$ cat src/rtl/ubr_defs.vh
// constants for the apb access and receiver synchronisation block
// assumes inclusion by bare name from rtl design files
`ifndef UBR_DEFS_VH
`define UBR_DEFS_VH
`define UBR_CLK_HZ 32'h01312D00
`define UBR_ADDR_DIV_LO 4'h0
`define UBR_ADDR_DIV_HI 4'h4
`define UBR_ADDR_CTRL 4'h8
`define UBR_ADDR_STAT 4'hC
`define UBR_ADDR_DATA 4'h0
`define UBR_DIV_RST 16'h0001
`define UBR_CTRL_RST 8'h03
`define UBR_TICKS_PER_BIT 5'h10
`define UBR_TICKS_FIRST 5'h18
`endif

$ cat src/rtl/ubr_fifo.v
// small synchronous fifo with valid/ready on both sides
// assumes one clock and a synchronous active-high reset
`timescale 1ns/1ps
`default_nettype none
module ubr_fifo #(
	parameter WIDTH = 8,
	parameter DEPTH = 4,
	parameter AW = 2
) (
	input wire ref_clk,
	input wire sys_rst,
	input wire in_valid,
	output wire in_ready,
	input wire [WIDTH-1:0] in_data,
	output wire out_valid,
	input wire out_ready,
	output reg [WIDTH-1:0] out_data
);
	reg [WIDTH-1:0] mem [0:DEPTH-1];
	reg [AW-1:0] wr_ptr;
	reg [AW-1:0] rd_ptr;
	reg [AW:0] count;
	reg out_full;
	wire do_wr;
	wire do_rd;
	wire [AW:0] used;
	// one word sits in the output register, the rest in mem
	assign out_valid = out_full;
	assign do_rd = (count != {(AW+1){1'b0}}) && (!out_full || out_ready);
	// fill level counts the output register too, so the fifo holds DEPTH words
	assign used = count + {{AW{1'b0}}, out_full};
	assign in_ready = (used != DEPTH[AW:0]) || (out_full && out_ready);
	assign do_wr = in_valid && in_ready;
	always @(posedge ref_clk) begin
		if (sys_rst) begin
			wr_ptr <= {AW{1'b0}};
			rd_ptr <= {AW{1'b0}};
			count <= {(AW+1){1'b0}};
			out_full <= 1'b0;
			out_data <= {WIDTH{1'b0}};
		end else begin
			if (do_wr) begin
				mem[wr_ptr] <= in_data;
				wr_ptr <= wr_ptr + 1'b1;
			end
			if (do_rd) begin
				out_data <= mem[rd_ptr];
				rd_ptr <= rd_ptr + 1'b1;
				out_full <= 1'b1;
			end else if (out_ready) begin
				out_full <= 1'b0;
			end
			count <= count + {{AW{1'b0}}, do_wr} - {{AW{1'b0}}, do_rd};
		end
	end
endmodule // ubr_fifo
`default_nettype wire

$ cat src/rtl/ubr_uart_rx.v
// apb register access and serial receiver with start-bit synchronisation
// assumes an apb master on ref_clk and an asynchronous serial line on rx_in
`timescale 1ns/1ps
`default_nettype none
`include "ubr_defs.vh"
// Notes on behaviour
// - selected enabled write updates the addressed register on that edge
// - selected enabled read is done on that edge with the address then on paddr
// - idle receiver takes a low line as start, resyncing bit timing there
// - first data bit sampled one and a half bit periods after start edge
// - later bits sampled one bit period apart, at mid-bit
module ubr_uart_rx (
	input wire ref_clk,
	input wire sys_rst,
	input wire psel,
	input wire penable,
	input wire pwrite,
	input wire [3:0] paddr,
	input wire [7:0] pwdata,
	output reg [7:0] prdata,
	output wire pready,
	input wire rx_in,
	output wire rx_ready_n,
	output reg frame_err
);
	localparam S_IDLE = 4'h1;
	localparam S_START = 4'h2;
	localparam S_DATA = 4'h4;
	localparam S_STOP = 4'h8;

	reg [15:0] divisor;
	reg [7:0] ctrl;
	reg [15:0] div_cnt;
	reg baud_tick;
	reg rx_meta;
	reg rx_sync;
	reg [3:0] state;
	reg [4:0] tick_cnt;
	reg [2:0] bit_idx;
	reg [7:0] shift;
	reg push;
	reg [7:0] push_data;
	wire acc;
	wire wr_en;
	wire rd_en;
	wire fifo_ready;
	wire fifo_valid;
	wire [7:0] fifo_data;
	wire pop;
	wire [3:0] num_bits;

	// ---------------------------------------------------------------
	// helpers
	// ---------------------------------------------------------------
	function [7:0] shift_in;
		input [7:0] word;
		input bit_val;
		begin
			shift_in = {bit_val, word[7:1]};
		end
	endfunction

	function [4:0] tick_inc;
		input [4:0] cnt;
		begin
			tick_inc = cnt + 5'h01;
		end
	endfunction

	// ---------------------------------------------------------------
	// apb access
	// ---------------------------------------------------------------
	assign pready = 1'b1;
	assign acc = psel && penable;
	assign wr_en = acc && pwrite;
	assign rd_en = acc && !pwrite;
	assign pop = rd_en && (paddr == `UBR_ADDR_DATA);

	always @(posedge ref_clk) begin
		if (sys_rst) begin
			divisor <= `UBR_DIV_RST;
			ctrl <= `UBR_CTRL_RST;
		end else if (wr_en) begin
			case (paddr)
				`UBR_ADDR_DIV_LO: divisor[7:0] <= pwdata;
				`UBR_ADDR_DIV_HI: divisor[15:8] <= pwdata;
				`UBR_ADDR_CTRL: ctrl <= pwdata;
				default: ;
			endcase
		end
	end

	always @(posedge ref_clk) begin
		if (sys_rst) begin
			prdata <= 8'h00;
		end else if (rd_en) begin
			case (paddr)
				`UBR_ADDR_DATA: prdata <= fifo_valid ? fifo_data : 8'h00;
				`UBR_ADDR_DIV_HI: prdata <= divisor[15:8];
				`UBR_ADDR_CTRL: prdata <= ctrl;
				`UBR_ADDR_STAT: prdata <= {6'h00, frame_err, fifo_valid};
				default: prdata <= 8'h00;
			endcase
		end
	end

	// ---------------------------------------------------------------
	// baud tick divider
	// ---------------------------------------------------------------
	always @(posedge ref_clk) begin
		if (sys_rst) begin
			div_cnt <= 16'h0000;
			baud_tick <= 1'b0;
		end else if (div_cnt >= divisor - 16'h0001) begin
			div_cnt <= 16'h0000;
			baud_tick <= 1'b1;
		end else begin
			div_cnt <= div_cnt + 16'h0001;
			baud_tick <= 1'b0;
		end
	end

	// ---------------------------------------------------------------
	// receiver
	// ---------------------------------------------------------------
	assign num_bits = {2'b00, ctrl[1:0]} + 4'h5;

	always @(posedge ref_clk) begin
		if (sys_rst) begin
			rx_meta <= 1'b1;
			rx_sync <= 1'b1;
		end else begin
			rx_meta <= rx_in;
			rx_sync <= rx_meta;
		end
	end

	always @(posedge ref_clk) begin
		if (sys_rst) begin
			state <= S_IDLE;
			tick_cnt <= 5'h00;
			bit_idx <= 3'h0;
			shift <= 8'h00;
			push <= 1'b0;
			push_data <= 8'h00;
			frame_err <= 1'b0;
		end else begin
			if (push && fifo_ready)
				push <= 1'b0;
			if (rd_en && paddr == `UBR_ADDR_STAT)
				frame_err <= 1'b0;
			case (state)
				S_IDLE: begin
					// level start: a line still low after a bad stop opens a new frame
					if (!rx_sync) begin
						state <= S_START;
						tick_cnt <= 5'h00;
						bit_idx <= 3'h0;
					end
				end
				S_START: begin
					if (baud_tick) begin
						if (tick_cnt == `UBR_TICKS_FIRST - 5'h01) begin
							shift <= shift_in(shift, rx_sync);
							tick_cnt <= 5'h00;
							bit_idx <= 3'h1;
							state <= (num_bits == 4'h1) ? S_STOP : S_DATA;
						end else begin
							tick_cnt <= tick_inc(tick_cnt);
						end
					end
				end
				S_DATA: begin
					if (baud_tick) begin
						if (tick_cnt == `UBR_TICKS_PER_BIT - 5'h01) begin
							shift <= shift_in(shift, rx_sync);
							tick_cnt <= 5'h00;
							bit_idx <= bit_idx + 3'h1;
							if ({1'b0, bit_idx} == num_bits - 4'h1)
								state <= S_STOP;
						end else begin
							tick_cnt <= tick_inc(tick_cnt);
						end
					end
				end
				S_STOP: begin
					if (baud_tick) begin
						if (tick_cnt == `UBR_TICKS_PER_BIT - 5'h01) begin
							// stop bit sampled at mid-bit; shift right-aligns short words
							push <= 1'b1;
							push_data <= shift >> (4'h8 - num_bits);
							if (!rx_sync)
								frame_err <= 1'b1;
							state <= S_IDLE;
						end else begin
							tick_cnt <= tick_inc(tick_cnt);
						end
					end
				end
				default: state <= S_IDLE;
			endcase
		end
	end

	// ---------------------------------------------------------------
	// receive fifo
	// ---------------------------------------------------------------
	ubr_fifo #(
		.WIDTH(8),
		.DEPTH(4),
		.AW(2)
	) u_fifo (
		.ref_clk(ref_clk),
		.sys_rst(sys_rst),
		.in_valid(push),
		.in_ready(fifo_ready),
		.in_data(push_data),
		.out_valid(fifo_valid),
		.out_ready(pop),
		.out_data(fifo_data)
	);

	assign rx_ready_n = !fifo_valid;
endmodule // ubr_uart_rx
`default_nettype wire

$ cat config.mk
export PLATFORM = sky130hd
export DESIGN_NAME = ubr_uart_rx
export DESIGN_NICKNAME = d
export VERILOG_FILES = /design/src/rtl/ubr_fifo.v /design/src/rtl/ubr_uart_rx.v
export VERILOG_INCLUDE_DIRS = /design/src /design/src/rtl
export SDC_FILE = /design/constraint.sdc
export NUM_CORES = 1
export LEC_CHECK = 0
export ABC_AREA = 1
export ABC_CLOCK_PERIOD_IN_PS = 3400
export BUFFER_PORTS_ARGS = -buffer_cell sky130_fd_sc_hd__buf_2
export CORE_MARGIN = 1
export CORE_UTILIZATION = 35
export DETAILED_ROUTE_END_ITERATION = 8
export GPL_TIMING_DRIVEN = 0
export PLACE_DENSITY = 0.51
export SETUP_SLACK_MARGIN = 0.15
export SLEW_MARGIN = 20
export SYNTH_ARGS = -nofsm -noshare
export SYNTH_HDL_FRONTEND = slang
export SYNTH_HIERARCHICAL = 1
export SYNTH_SLANG_ARGS = --single-unit
$ cat constraint.sdc
create_clock -name ref_clk -period 3.4 [get_ports ref_clk]
set_input_delay 0.34 -clock ref_clk [delete_from_list [all_inputs] [get_ports ref_clk]]
set_output_delay 0.34 -clock ref_clk [all_outputs]
set_load 0.02 [all_outputs]
==> impl_metrics.yaml <==
power:
  cell_internal_pwr_uw: 3484
  share_clk_of_total_power: 0.357
  p_sw_frac: 0.3414
  power.switching_uw: 1806
  power.share.combinational: 0.291
  report.power.total_uw: 5290
  p_leak_uw: 0.003372
  vdd_drop_max_mv: 0.3584
  seqPwrFrac: 0.352
  pwr_density_mw_per_mm2: 681.5
critical_path:
  cp.required_ns: 3.76
  critical_path_arrival_ns: 3.21
  regToRegEndpoint: "div_cnt[14]"
  crit_path_buf_inv_count: 2
  crit_end: "div_cnt[14]"
  reg2reg_depth: 15
  worstSetupStartpoint: "divisor[2]"
  worst-r2r-setup-slack_ns: 0.54
  max_stage_delay_ns: 0.35
  start_kind: "register"
  critPathSlowestCell: "sky130_fd_sc_hd__dfxtp_1"
  critPathMaxFanout: 10
  crit_chain: "nor2_1, nand2_1, nor2_1, nand2_1, nor2_1, nand2_1, xnor2_1, inv_1, ha_1, a21oi_1, nand2_1, a21oi_1, nand4_1, clkbuf_4, nor2_1"
  worstSetupEndpointType: "register"
  path_delay_family: "simple AND/OR/NAND/NOR gates"
  r2r_start: "divisor[2]"
  critical_path_type: "register to register"
  cp_num_cells: 15
place:
  globalplace.congestion: 0.8239
  place_hpwl_mm: 12.21
  port_buffers: 27
global_routing:
  wire_length_of_the_first_global_routing_pass_mm: 26.84
  overflow: 0
  antenna_found_initial: 4
  track_usage: 0.1767
  grt_max_degree: 17
  number_of_global_route_vias_before_repair: 5184
clock_network:
  clock_insertion_delay_worst_skew_ns: 0.42
  cts.sinks: 129
  cts_tree: "built"
  cts_h_tree_depth: 4
  clk_root_buffer_cell: "sky130_fd_sc_hd__clkbuf_16"
  cts.clk_slew.worst_paths_ns: 0.06
  clockBufferDepth: 2
  numCtsBuffers: 17
  post_cts_hold_buffer_count: 0
timing:
  setup_tns_ns: 0
  timing.final.max_slew_violations: 0
  period_needed_ns: 2.856
  grt_setup_unrepaired: "no"
  timing.clock.skew_ns: 0.006039
  max_slew.worst_pin.slew_ns: 0.7712
  maxSlewHeadroom: 0.4831
  report.final.hold_viol_count: 0
  max_freq_mhz: 350.2
  final_min_period_over_clock_period: 0.8399
  finalSetupViolations: 0
synthesis:
  synth.avg_cell_area_um2: 7.471
  synth-seq-cells: 129
  yosys_warnings: 6
  unique_masters_post_synth: 39
  number_of_instances_in_the_synthesized_netlist: 893
  dominantRegCellSynth: "sky130_fd_sc_hd__dfxtp_1"
  yosysSeqAreaShare: 0.4351
  async_reset_ff_frac: 0
  mappedNetlistArea_mm2: 0.006671
  synth_edf_count: 32
  synthesis.nets: 942
layout:
  most_frequent_standard_cell_in_the_layout_excluding_fill_and_tap_cells: "sky130_fd_sc_hd__nand2_1"
  area_growth_pct: 16.35
  final_core_util: 0.4150
  drive_gt1_frac: 0.1140
  layout.nets: 992
  most-common-layout-cells: "sky130_fd_sc_hd__nand2_1, sky130_fd_sc_hd__nor2_1, sky130_fd_sc_hd__inv_1"
status:
  status: "finished clean"
min_path:
  timing.hold.worst.class: "input pin to register"
floorplan:
  core_area_mm2: 0.01871
  effective_utilization_at_floorplan: 0.3567
  die_y_um: 140.1
  ios: 29
  num_rows: 50
  dieWidth_um: 140.1
  floorplan.die_area_mm2: 0.01962
routing:
  dr.pass1.iters: 4
  drt-total-wl_mm: 16.19
  drt_first_iter_violations: 296
  route.detailed.drc: 0
  via_count: 5498
  avgViaCountPerCell: 4.609
  route.detailed.wl_per_inst_um: 13.57
  route.antenna.remaining_nets: 0
run:
  drv_cap: 0
[kinds of logic (layout without fill, tap and decap cells)]
| logic type | count (synthesis) | in the layout | share of synthesized area |
|---|---|---|---|
| other | 1 | 4 | 0.0005621 |
| AO/OA/AOI/OAI | 117 | 117 | 0.09171 |
| XOR/XNOR | 30 | 30 | 0.03938 |
| AND/OR/NAND/NOR | 453 | 453 | 0.2905 |
| flip-flops | 129 | 129 | 0.4351 |
| adder cells (fa/ha/maj) | 31 | 31 | 0.05926 |
| buffers and inverters | 132 | 195 | 0.08346 |
[timing repair]
| item | CTS | global route |
|---|---|---|
| setup buffers | 0 | 3 |
| setup endpoints to repair | 0 | 10 |
| endpoints found under the hold margin | 0 | 0 |
| gates resized for setup | 0 | 1 |
[power by group through the flow]
| stage | Combinational (uW) | Sequential, uW | Clock, uW |
|---|---|---|---|
| after floorplan | 1220 | 1860 | 0 |
| after global placement | 1540 | 1890 | 0 |
| after detailed placement | 1550 | 1890 | 0 |
| after CTS | 1560 | 1860 | 1920 |
| after global routing | 1780 | 1880 | 2000 |
| final | 1540 | 1860 | 1890 |
[layer usage]
metal  routed length, um  up-vias  track usage
met5                   8        -            0
met1                8272     2444       0.2351
met3                 570       19      0.04684
met2                7141       68       0.2787
li1                    -     2965            -
met4                 198        2      0.05495
[metrics by stage]
stage / hold WS (ns) / std cells / cell area (um2) / setup WS [ns]
floorplan: 0.3895 / 893 / 6671 / 0.9950
global placement: 0.3973 / 1154 / 7099 / 0.3091
detailed placement: 0.4001 / 1155 / 7127 / 0.4450
CTS: 0.08241 / 1187 / 7730 / 0.4269
global route: 0.08524 / 1192 / 7760 / 0.1609
finish: 0.09799 / 1193 / 7762 / 0.5443
[cell type report]
class                           instances  area, um2
Fill cell                            2012      10940
Clock inverter                         12      166.4
Buffer                                 22      143.9
Clock buffer                           20      436.7
Antenna cell                            3      7.507
Timing Repair Buffer                   31      165.2
Tap cell                              234      292.8
Inverter                              110      415.4
Sequential cell                       129       2903
Multi-Input combinational cell        632       3232
[synthesized netlist by cell type (3+ instances only)]
| cell | n | share of area |
|---|---|---|
| sky130_fd_sc_hd__nand2_1 | 173 | 0.097 |
| sky130_fd_sc_hd__nand3_2 | 3 | 0.0045 |
| sky130_fd_sc_hd__nand2_2 | 7 | 0.0066 |
| sky130_fd_sc_hd__dfxtp_1 | 97 | 0.29 |
| sky130_fd_sc_hd__nand4_1 | 8 | 0.0075 |
| sky130_fd_sc_hd__nor2_4 | 6 | 0.010 |
| sky130_fd_sc_hd__inv_1 | 101 | 0.057 |
| sky130_fd_sc_hd__o211ai_1 | 4 | 0.0045 |
| sky130_fd_sc_hd__xnor2_1 | 11 | 0.014 |
| sky130_fd_sc_hd__xor2_1 | 19 | 0.025 |
| sky130_fd_sc_hd__buf_6 | 4 | 0.0068 |
| sky130_fd_sc_hd__or2_2 | 3 | 0.0028 |
| sky130_fd_sc_hd__nor3_1 | 19 | 0.014 |
| sky130_fd_sc_hd__a21oi_1 | 34 | 0.026 |
| sky130_fd_sc_hd__o21ai_1 | 12 | 0.0090 |
| sky130_fd_sc_hd__buf_4 | 3 | 0.0034 |
| sky130_fd_sc_hd__buf_2 | 5 | 0.0038 |
| sky130_fd_sc_hd__edfxtp_1 | 32 | 0.14 |
| sky130_fd_sc_hd__clkbuf_1 | 9 | 0.0051 |
| sky130_fd_sc_hd__o21ai_0 | 61 | 0.046 |
| sky130_fd_sc_hd__nor2_2 | 5 | 0.0047 |
| sky130_fd_sc_hd__ha_1 | 30 | 0.056 |
| sky130_fd_sc_hd__nand3_1 | 53 | 0.040 |
| sky130_fd_sc_hd__nor2_1 | 170 | 0.096 |
| sky130_fd_sc_hd__inv_2 | 7 | 0.0039 |
[state kept, by name, summed over array words and instances (netlist names)]
signal / flops
baud_tick: 1
bit_idx: 3
ctrl: 8
div_cnt: 16
divisor: 16
frame_err: 1
prdata: 8
push: 1
push_data: 8
rx_meta: 1
rx_sync: 1
shift: 8
state: 4
tick_cnt: 5
u_fifo/count: 3
u_fifo/mem: 32
u_fifo/out_data: 8
u_fifo/out_valid: 1
u_fifo/rd_ptr: 2
u_fifo/wr_ptr: 2
[how the worst min path moves through the flow]
stage / from / to / slack, ns / cells after the start
finish: rx_in / rx_meta / 0.1 / 2
global route: rx_in / rx_meta / 0.09 / 2
CTS: rx_in / rx_meta / 0.08 / 2
detailed placement: rx_meta / rx_sync / 0.40 / 1
global placement: rx_meta / rx_sync / 0.40 / 1
floorplan: rx_meta / rx_sync / 0.39 / 1
(Power assumes the default switching activity.)
